### src/shared/ctp_cfg.svh
`ifndef CTP_CFG_SVH
`define CTP_CFG_SVH

// ****************************************************************
// register offsets
// ****************************************************************
`define CTP_ADDR_ALLOW_MAIN 8'h0A
`define CTP_ADDR_TUNE_HIGH 8'h0B
`define CTP_ADDR_TUNE_MID 8'h0C
`define CTP_ADDR_TUNE_LOW 8'h0D
`define CTP_ADDR_DEV_STEP 8'h0E
`define CTP_ADDR_SHAPED_STEP 8'h0F
`define CTP_ADDR_ALLOW_ALIAS 8'h10
`define CTP_ADDR_LEN_HIGH 8'h11
`define CTP_ADDR_LEN_LOW 8'h12
`define CTP_ADDR_TX_DATA 8'h13
`define CTP_ADDR_SENT_HIGH 8'h14
`define CTP_ADDR_SENT_LOW 8'h15
`define CTP_ADDR_FIFO_STAT 8'h16

// ****************************************************************
// field positions
// ****************************************************************
`define CTP_ALLOW_BIT 2
`define CTP_LEN_MODE_BIT 7
`define CTP_DONE_BIT 7

// ****************************************************************
// reset values
// ****************************************************************
`define CTP_RST_TUNE_HIGH 8'h13
`define CTP_RST_TUNE_MID 8'hB0
`define CTP_RST_TUNE_LOW 8'h00
`define CTP_RST_DEV_STEP 7'h28
`define CTP_RST_SHAPED_STEP 4'h4
`define CTP_RST_LEN_HIGH 8'h00
`define CTP_RST_LEN_LOW 8'hFF

// ****************************************************************
// timing
// ****************************************************************
`define CTP_CLK_PERIOD_NS 10
`define CTP_BIT_TIME_NS 5000
`define CTP_BIT_CYCLES (`CTP_BIT_TIME_NS / `CTP_CLK_PERIOD_NS)

`endif

### src/shared/ctp_pkg.sv
package ctp_pkg;

   // ****************************************************************
   // transmit sequencer states
   // ****************************************************************
   typedef enum logic [0:0] {
      st_idle,
      st_send
   } ctp_state_type;

   // ****************************************************************
   // whole state of the register bank
   // ****************************************************************
   typedef struct packed {
      logic [23:0] tuning_word;    // carrier tuning word
      logic [6:0] dev_step;        // plain keying deviation step
      logic [3:0] shaped_step;     // shaped keying deviation step
      logic tx_allow;              // serial transmit allow (aliased)
      logic len_mode;              // length limit select
      logic [14:0] frame_len;      // frame bit count
      logic [7:0] tx_data_last;    // last byte written to data reg
      logic [7:0][7:0] fifo_mem;   // transmit fifo storage
      logic [2:0] wr_ptr;          // fifo write pointer
      logic [2:0] rd_ptr;          // fifo read pointer
      logic [3:0] fifo_cnt;        // fifo fill level 0..8
      logic uflow;                 // sticky underflow
      logic oflow;                 // sticky overflow
      logic done;                  // frame done flag
      logic [14:0] sent;           // bits sent in current frame
      ctp_state_type state;        // sequencer state
      logic [7:0] shift;           // outgoing byte
      logic [3:0] bits_left;       // bits left in shift
      logic [8:0] tick_cnt;        // bit rate divider
      logic tx_bit;                // serial data to modulator
      logic tx_active;             // frame in progress
      logic [6:0] dev_word;        // active deviation step
      logic dev_shaped;            // deviation uses shaped scale
      logic [7:0] rdata;           // read data
   } ctp_state_s_type;

endpackage : ctp_pkg

### src/design/ctp_carrier_packet_regs.sv
// What this block does
// - lo frequency is tuning word/2^16 times crystal
// - unshaped fsk deviation is step times crystal/8192
// - shaped fsk deviation is step times crystal/81920
// - bit 2 of 0x10 aliases transmit allow
// - length select 0: underflow ends the frame
// - length select 1: end at count or underflow
// - 0x11 holds count high bits and select
// - data register writes push into transmit fifo
// - read-only flag shows frame transmission completed
`timescale 1ns/10ps
`include "ctp_cfg.svh"

module ctp_carrier_packet_regs (
   // clock and reset
   input wire logic clk_sys,
   input wire logic rst,
   // register access from the serial bus front end
   input wire logic reg_wr,
   input wire logic reg_rd,
   input wire logic [7:0] reg_addr,
   input wire logic [7:0] reg_wdata,
   output logic [7:0] reg_rdata_ff,
   // modulation controls held in other registers
   input wire logic modulation_select,
   input wire logic shaped_keying_select,
   // synthesiser controls
   output logic [23:0] carrier_tuning_word_ff,
   output logic [6:0] deviation_word_ff,
   output logic deviation_shaped_ff,
   // serial data to the modulator
   output logic tx_bit_ff,
   output logic tx_active_ff,
   output logic frame_done_flag_ff
);
   import ctp_pkg::*;

   // registered state and its next value
   ctp_state_s_type st_ff;
   ctp_state_s_type nxt_st;

   // last count of the bit period, at the width of the divider
   localparam logic [8:0] BIT_LAST = 9'(`CTP_BIT_CYCLES - 1);
   // reset byte of the count high register, split into its fields
   localparam logic [7:0] RST_LEN_HIGH = `CTP_RST_LEN_HIGH;

   // ****************************************************************
   // read decode
   // ****************************************************************
   function automatic logic [7:0] read_mux(input ctp_state_s_type s,
                                          input logic [7:0] a);
      logic [7:0] d;
      d = 8'h00;
      case (a)
         `CTP_ADDR_TUNE_HIGH: d = s.tuning_word[23:16];
         `CTP_ADDR_TUNE_MID: d = s.tuning_word[15:8];
         `CTP_ADDR_TUNE_LOW: d = s.tuning_word[7:0];
         `CTP_ADDR_DEV_STEP: d = {1'b0, s.dev_step};
         `CTP_ADDR_SHAPED_STEP: d = {4'h0, s.shaped_step};
         // both addresses show the single allow bit
         `CTP_ADDR_ALLOW_MAIN,
         `CTP_ADDR_ALLOW_ALIAS: d[`CTP_ALLOW_BIT] = s.tx_allow;
         `CTP_ADDR_LEN_HIGH: d = {s.len_mode, s.frame_len[14:8]};
         `CTP_ADDR_LEN_LOW: d = s.frame_len[7:0];
         `CTP_ADDR_TX_DATA: d = s.tx_data_last;
         `CTP_ADDR_SENT_HIGH: d = {s.done, s.sent[14:8]};
         `CTP_ADDR_SENT_LOW: d = s.sent[7:0];
         `CTP_ADDR_FIFO_STAT: d = {s.uflow, s.oflow,
                                   (s.fifo_cnt == 4'h0),
                                   s.fifo_cnt[3], 1'b0,
                                   s.fifo_cnt[2:0]};
         default: d = 8'h00;
      endcase
      return d;
   endfunction : read_mux

   // ****************************************************************
   // next state
   // ****************************************************************
   always_comb begin
      // per-cycle strobes, all cleared first
      logic push;
      logic pop;
      logic fifo_empty;
      logic fifo_full;
      logic set_uflow;
      logic set_oflow;
      logic end_frame;
      push = 1'b0;
      pop = 1'b0;
      set_uflow = 1'b0;
      set_oflow = 1'b0;
      end_frame = 1'b0;
      // defaults: every register holds its value
      nxt_st = st_ff;
      // fifo level decode for this cycle
      fifo_empty = (st_ff.fifo_cnt == 4'h0);
      fifo_full = st_ff.fifo_cnt[3];

      // ****************************************************************
      // register writes
      // ****************************************************************
      if (reg_wr) begin
         case (reg_addr)
            // tuning word bytes, high to low
            `CTP_ADDR_TUNE_HIGH: nxt_st.tuning_word[23:16] = reg_wdata;
            `CTP_ADDR_TUNE_MID: nxt_st.tuning_word[15:8] = reg_wdata;
            `CTP_ADDR_TUNE_LOW: nxt_st.tuning_word[7:0] = reg_wdata;
            // deviation steps, unused upper bits dropped
            `CTP_ADDR_DEV_STEP: nxt_st.dev_step = reg_wdata[6:0];
            `CTP_ADDR_SHAPED_STEP: nxt_st.shaped_step = reg_wdata[3:0];
            // either address writes the same allow bit
            `CTP_ADDR_ALLOW_MAIN,
            `CTP_ADDR_ALLOW_ALIAS: begin
               nxt_st.tx_allow = reg_wdata[`CTP_ALLOW_BIT];
            end
            `CTP_ADDR_LEN_HIGH: begin
               nxt_st.len_mode = reg_wdata[`CTP_LEN_MODE_BIT];
               nxt_st.frame_len[14:8] = reg_wdata[6:0];
            end
            // frame count low byte
            `CTP_ADDR_LEN_LOW: nxt_st.frame_len[7:0] = reg_wdata;
            // data bytes go to the fifo, dropped when full
            `CTP_ADDR_TX_DATA: begin
               nxt_st.tx_data_last = reg_wdata;
               if (fifo_full) begin
                  set_oflow = 1'b1;
               end else begin
                  push = 1'b1;
               end
            end
            default: begin
               // read-only or unmapped: ignored
            end
         endcase
      end

      // ****************************************************************
      // reading fifo status clears the sticky error bits
      // ****************************************************************
      if (reg_rd && (reg_addr == `CTP_ADDR_FIFO_STAT)) begin
         nxt_st.uflow = 1'b0;
         nxt_st.oflow = 1'b0;
      end

      // ****************************************************************
      // bit rate divider, runs only during a frame
      // ****************************************************************
      if (st_ff.state == st_send && st_ff.tick_cnt != BIT_LAST) begin
         // count up to the end of the bit period
         nxt_st.tick_cnt = st_ff.tick_cnt + 9'h001;
      end else begin
         // idle or period end: restart
         nxt_st.tick_cnt = 9'h000;
      end

      // ****************************************************************
      // transmit sequencer
      // ****************************************************************
      case (st_ff.state)
         // start a frame when allowed and data is waiting
         st_idle: begin
            if (st_ff.tx_allow && !fifo_empty) begin
               // load the first byte, clear frame status
               pop = 1'b1;
               nxt_st.shift = st_ff.fifo_mem[st_ff.rd_ptr];
               nxt_st.bits_left = 4'h8;
               nxt_st.sent = 15'h0000;
               nxt_st.done = 1'b0;
               nxt_st.tx_active = 1'b1;
               nxt_st.state = st_send;
            end
         end
         // one bit per bit period, msb first
         st_send: begin
            if (st_ff.tick_cnt == BIT_LAST) begin
               // shift out the msb, count the bit
               nxt_st.tx_bit = st_ff.shift[7];
               nxt_st.shift = {st_ff.shift[6:0], 1'b0};
               nxt_st.bits_left = st_ff.bits_left - 4'h1;
               nxt_st.sent = st_ff.sent + 15'h0001;
               if (st_ff.len_mode &&
                   (st_ff.sent + 15'h0001 >= st_ff.frame_len)) begin
                  end_frame = 1'b1;
               end else if (st_ff.bits_left == 4'h1) begin
                  // byte boundary: stop, end or fetch next
                  if (!st_ff.tx_allow) begin
                     // allow cleared: stop at the byte boundary
                     nxt_st.state = st_idle;
                     nxt_st.tx_active = 1'b0;
                  end else if (fifo_empty) begin
                     set_uflow = 1'b1;
                     end_frame = 1'b1;
                  end else begin
                     // next byte follows with no gap
                     pop = 1'b1;
                     nxt_st.shift = st_ff.fifo_mem[st_ff.rd_ptr];
                     nxt_st.bits_left = 4'h8;
                  end
               end
            end
         end
         default: begin
            nxt_st.state = st_idle;
         end
      endcase

      // ****************************************************************
      // frame end marks completion for the host
      // ****************************************************************
      if (end_frame) begin
         nxt_st.done = 1'b1;
         nxt_st.state = st_idle;
         nxt_st.tx_active = 1'b0;
      end

      // ****************************************************************
      // sticky errors: a new event beats the read clear
      // ****************************************************************
      if (set_uflow) begin
         // fifo ran dry at a byte boundary
         nxt_st.uflow = 1'b1;
      end
      if (set_oflow) begin
         // data byte dropped on a full fifo
         nxt_st.oflow = 1'b1;
      end

      // ****************************************************************
      // fifo pointers and level
      // ****************************************************************
      if (push) begin
         // write side: store and advance
         nxt_st.fifo_mem[st_ff.wr_ptr] = reg_wdata;
         nxt_st.wr_ptr = st_ff.wr_ptr + 3'h1;
      end
      if (pop) begin
         // read side: advance past the taken byte
         nxt_st.rd_ptr = st_ff.rd_ptr + 3'h1;
      end
      nxt_st.fifo_cnt = st_ff.fifo_cnt + {3'h0, push} - {3'h0, pop};

      // ****************************************************************
      // deviation step and scale to the synthesiser
      // ****************************************************************
      if (!modulation_select) begin
         // amplitude keying: no deviation
         nxt_st.dev_word = 7'h00;
         nxt_st.dev_shaped = 1'b0;
      end else if (shaped_keying_select) begin
         // shaped keying: coarse 4-bit step
         nxt_st.dev_word = {3'h0, st_ff.shaped_step};
         nxt_st.dev_shaped = 1'b1;
      end else begin
         // plain keying: full 7-bit step
         nxt_st.dev_word = st_ff.dev_step;
         nxt_st.dev_shaped = 1'b0;
      end

      // ****************************************************************
      // registered read data
      // ****************************************************************
      if (reg_rd) begin
         // only a read strobe refreshes the byte
         nxt_st.rdata = read_mux(st_ff, reg_addr);
      end
   end

   // ****************************************************************
   // state register
   // ****************************************************************
   always_ff @(posedge clk_sys or posedge rst) begin
      if (rst) begin
         // clear everything, then load the documented values
         st_ff <= '0;
         st_ff.tuning_word <= {`CTP_RST_TUNE_HIGH, `CTP_RST_TUNE_MID,
                               `CTP_RST_TUNE_LOW};
         st_ff.dev_step <= `CTP_RST_DEV_STEP;
         st_ff.shaped_step <= `CTP_RST_SHAPED_STEP;
         // mode select and count high bits share one byte
         st_ff.len_mode <= RST_LEN_HIGH[`CTP_LEN_MODE_BIT];
         st_ff.frame_len <= {RST_LEN_HIGH[6:0], `CTP_RST_LEN_LOW};
         st_ff.state <= st_idle;
      end else begin
         st_ff <= nxt_st;
      end
   end

   // ****************************************************************
   // outputs straight from the state register
   // ****************************************************************
   assign reg_rdata_ff = st_ff.rdata;
   assign carrier_tuning_word_ff = st_ff.tuning_word;
   assign deviation_word_ff = st_ff.dev_word;
   assign deviation_shaped_ff = st_ff.dev_shaped;
   assign tx_bit_ff = st_ff.tx_bit;
   assign tx_active_ff = st_ff.tx_active;
   assign frame_done_flag_ff = st_ff.done;

endmodule : ctp_carrier_packet_regs

### config.mk
export PLATFORM = sky130hd
export DESIGN_NAME = ctp_carrier_packet_regs
export DESIGN_NICKNAME = d
export VERILOG_FILES = /design/src/shared/ctp_pkg.sv /design/src/design/ctp_carrier_packet_regs.sv
export VERILOG_INCLUDE_DIRS = /design/src /design/src/shared
export SDC_FILE = /design/constraint.sdc
export NUM_CORES = 1
export LEC_CHECK = 0
export BUFFER_PORTS_ARGS = -buffer_cell sky130_fd_sc_hd__buf_2
export CAP_MARGIN = 0
export CORE_UTILIZATION = 61
export CTS_CLUSTER_DIAMETER = 50
export DETAILED_ROUTE_END_ITERATION = 7
export PLACE_DENSITY = 0.8
export SYNTH_ARGS = -nofsm -noshare
export SYNTH_HDL_FRONTEND = slang
export SYNTH_SLANG_ARGS = --single-unit
### constraint.sdc
create_clock -name clk_sys -period 9.27 [get_ports clk_sys]
set_input_delay 1.854 -clock clk_sys [delete_from_list [all_inputs] [get_ports clk_sys]]
set_output_delay 1.854 -clock clk_sys [all_outputs]
set_load 0.05 [all_outputs]
## Word level (Yosys, flattened, before mapping)

Cells that the tools add are included.

| storage, ports and cells | value |
|---|---|
| flip-flop bits (word level) | 192 |
| input port bits | 22 |
| word-level logic and storage cells | 148 |

| cells by class | value |
|---|---|
| $add $sub $neg | 7 |
| $lt $le $gt $ge | 4 |
| equality and inequality tests | 24 |
| muxes and demuxes | 54 |
| bitwise operators | 1 |
| reduce and logical (&&, ||, !) cells | 24 |

Operators by type and width:

| cell | number |
|---|---|
| bitwise mux 64 bit | 1 |
| equality test 8 x 5 -> 1 bit (second input constant) | 7 |
| case mux 28 bit (2 select lines) | 1 |
| case mux 5 bit (11 select lines) | 1 |
| equality test 8 x 4 -> 1 bit (second input constant) | 6 |
| 2-to-1 mux 1 bit | 33 |
| 2-to-1 mux 8 bit | 4 |
| 2-to-1 mux 29 bit | 1 |
| 2-to-1 mux 28 bit | 1 |
| 2-to-1 mux 13 bit | 2 |
| binary-select mux 8 bit (select 3 bit) | 1 |
| demux 8 bit (select 3 bit) | 1 |
| 2-to-1 mux 12 bit | 2 |
| AND reduction 2 bit | 12 |
| case mux 2 bit (11 select lines) | 1 |
| adder 15 x 1 -> 15 bit (second input constant) | 1 |
| greater-or-equal comparator 15 bit | 1 |
| case mux 1 bit (12 select lines) | 1 |
| adder 9 x 1 -> 9 bit (second input constant) | 1 |
| equality test 9 bit (second input constant) | 1 |
| 2-to-1 mux 9 bit | 1 |
| inequality test 9 bit (second input constant) | 1 |
| less-than comparator 3 x 4 -> 1 bit (second input constant) | 2 |
| adder 3 x 1 -> 3 bit (second input constant) | 2 |
| 19 further kinds | 29 |

## Logic depth before layout (Yosys ltp)

| depth | value |
|---|---|
| depth after elaboration | 9 |
| gate-level depth with buffers | 19 |
| mapped depth without buffers | 18 |

## Worst setup path after synthesis

OpenSTA, ideal clock, no wires.

| timing path | value |
|---|---|
| path kind | reg-to-reg |
| start | register st_ff[40] (netlist bit) |
| end | register st_ff[60] (netlist bit) |
| setup time | 0.123 ns |
| arrival time | 3.987 ns |
| data required time | 9.147 ns |
| path slack | 5.161 ns |
| stages on the path, launching flop included | 19 |
| path buffers | 0 |
| period minus slack after synthesis | 4.109 ns |
| path through | dfrtp_1 > ha_1 > and3_1 > and3_1 > nand3_1 > nor2_1 > xor2_1 > ha_1 > and2_0 > a221o_1 > a2111oi_0 > o211ai_1 > nand2_1 > ha_1 > inv_1 > ha_1 > inv_1 > fa_1 > xnor2_1 |

RTL lines:

| what | line | RTL |
|---|---|---|
| start, declared | ctp_carrier_packet_regs.sv:39 | `ctp_state_s_type st_ff;` |
| start signal, assigned | ctp_carrier_packet_regs.sv:285 | `st_ff <= nxt_st;` |

==> qor.txt <==
CP Capture Type - flip-flop
DR vias - 6,823
Pwr dens - 184 mW/mm^2
Max cap viols - 0
CTS tree - done
Period Utilization, post-route - 0.520
# clock sinks - 192
Post-synth EDFFs - 0
Status - completed
Worst-Margin Slew - 0.983 ns
Max FO, Critical Path - 7
Clk Latency, worst-skew pair - 0.45 ns
Core box area - 0.0159 mm^2
Startpoint Class - flip-flop
Sequential fraction of the synthesis area - 0.486
Hpwl dp - 16,300 um
Pwr Total - 0.00196 W
Cell Area, Synth - 0.00992 mm^2
Routability congestion estimate - 0.890
Critical path class - reg -> reg
# hold bufs at CTS - 0
Final cell count without fillers - 1,079
Crit path cell chain - ha_1 -> and3_1 -> and3_1 -> nand3_1 -> nor2_1 -> xor2_1 -> ha_1 -> and2_0 -> a221o_1 -> a2111oi_0 -> o211ai_1 -> nand2_1 -> ha_1 -> inv_1 -> ha_1 -> inv_1 -> fa_1 -> xnor2_1
Most frequent CP cell - ha_1
FF-to-FF Start - st_ff[40]
First-pass GRT wire length - 38,200 um
RSZ-0062 raised after global routing - no
Die Y - 130 um
Pin count of the biggest net entering global routing - 120
Clock skew - 0.0113 ns
Layout area overhead - 7.59%
Slew Viols, Final - 0
IR drop worst, VDD - 188 uV
Highest clock rate - 0.208 GHz
Post_cts resized - 0
Initial Util - 0.625
Die ar. - 0.0168 mm^2
Clock tree root driver cell - clkbuf_16
Initial antenna violation count - 1
Ant diodes - 0
Slowest cell on the critical path - a2111oi_0
Clk slew on worst S/H paths - 0.08 ns
Final Hold Viols - 0
Worst setup startpoint - st_ff[40]
Clk buf depth - 2
HP Class - reg -> reg
Drt first pass iters - 5
Number of routed nets with antenna violations - 0
Filler instances - 1,197
Final wirelength - 23,700 um
Critical path's largest stage delay - 0.63 ns
I/O pin count - 65
Commonest cells after routing, fill and taps aside - dfrtp_1, mux2_2, buf_2
Crit path arrival time - 5.15 ns
Grt ovf - 0
Yosys warns - 0
Commonest non-fill, non-tap cell in the layout - dfrtp_1
Total GRT Usage - 0.308
Vias in the first global route - 7,046
Share of cells above drive strength 1 - 0.319
Final nets - 899
Sum Neg Setup Slack - 0 ns
Vias per cell - 6.32
Critical path data required time - 9.60 ns
Post-CTS Setup Repair Bufs - 0
Htree depth - 4
Area occupied by multi-input gates - 0.00450 mm^2
Iteration-0 DRC Markers - 562
Pleak - 5.17 nW
Site row count - 46
Synth Area per Inst - 11.7 um^2
Count of final setup violators - 0
Share of flip-flops with an asynchronous set or reset - 1.00
Per-cell routed wire length - 22.0 um
Register area - 0.00483 mm^2
Syn nets - 899
Cell count after synthesis - 850
Prevailing post-synth register cell - dfrtp_1
Placed cell count - 1,047
Die X - 130 um
Minimum clock period - 4.82 ns
# DRC - 0
Distinct cells, synth - 68
IO Port Bufs - 64
Post-synthesis register bit count - 192
Min-Delay Startpoint - tx_bit_ff
Worst rel slew slack - 0.345
Inserted Clock Buffers - 17
[flip-flops by register name, indices dropped and copies added (netlist names)]
signal,flops
st_ff,149
deviation_word_ff,7
deviation_shaped_ff,1
tx_active_ff,1
carrier_tuning_word_ff,24
frame_done_flag_ff,1
tx_bit_ff,1
reg_rdata_ff,8
[critical path, delay by kind of cell, from the launching register on]
kind | cells | cell delay [ns]
AOI/OAI and AO/OA | 3 | 1.20
DFF | 1 | 0.45
buffers and inverters | 2 | 0.12
adders and majority gates | 5 | 1.35
and+or+nand+nor | 6 | 1.21
xor gates and xnor gates | 2 | 0.38
[logic make-up after synthesis]
family	share of synthesized area
flip-flops	0.486
multiplexers	0.203
AND/OR/NAND/NOR	0.100
AO/OA/AOI/OAI	0.0928
XOR/XNOR	0.0229
buffers and inverters	0.0604
adder cells (fa/ha/maj)	0.0348
[area by class of cell]
type / count / area share
tap: 216 / 0.0253
clock buffer: 17 / 0.0398
timing repair buffer: 68 / 0.0328
inverter: 30 / 0.0112
clock inverter: 15 / 0.0175
multi-input combinational: 541 / 0.421
sequential: 192 / 0.452
[per-stage QoR]
| stage | util | setup WS, ns | hold WS (ns) | instance area (um^2) |
|---|---|---|---|---|
| final | 0.672 | 4.45 | 0.479 | 10700 |
| after global placement | 0.634 | 4.80 | 0.468 | 10100 |
| after global routing | 0.672 | 4.01 | 0.526 | 10700 |
| after CTS | 0.672 | 4.49 | 0.486 | 10700 |
| after detailed placement | 0.634 | 4.49 | 0.468 | 10100 |
| after floorplan | - | 2.22 | 0.439 | 9920 |
[final timing paths]
path	endpoint	slack [ns]	depth (start not counted)
max	st_ff[60]	4.45	18
min	tx_bit_ff	0.48	2
max reg2reg	st_ff[60]	4.45	18
min reg2reg	tx_bit_ff	0.48	2
max in group asynchronous	st_ff[48]	6.21	3
min in group asynchronous	st_ff[130]	1.54	2
[report_power, final]
group / switching, W / total (W) / internal, W
Combinational: 0.000151 / 0.000256 / 0.000106
Clock: 0.000372 / 0.000740 / 0.000368
Sequential: 0.0000783 / 0.000966 / 0.000888
Total: 0.000601 / 0.00196 / 0.00136
[routing by layer]
layer / track usage / share of wire / vias to the layer above
met2: 0.510 / 0.50 / 257
li1: - / - / 3035
met3: 0.0714 / 0.065 / 52
met4: 0.104 / 0.027 / 0
met1: 0.402 / 0.41 / 3479
met5: 0 / 0 / -
[synthesized netlist by cell type, drive strengths merged, types with 19 or more instances]
cell type	number	area, um^2
dfrtp	175	4380
mux2	126	1420
buf	49	343
nand2	47	176
nor2	46	175
clkbuf	38	144
o21ai	37	185
nand3	33	175
inv	29	109
ha	26	325
mux2i	21	210
a21oi	19	95.1
(Power assumes the default switching activity.)
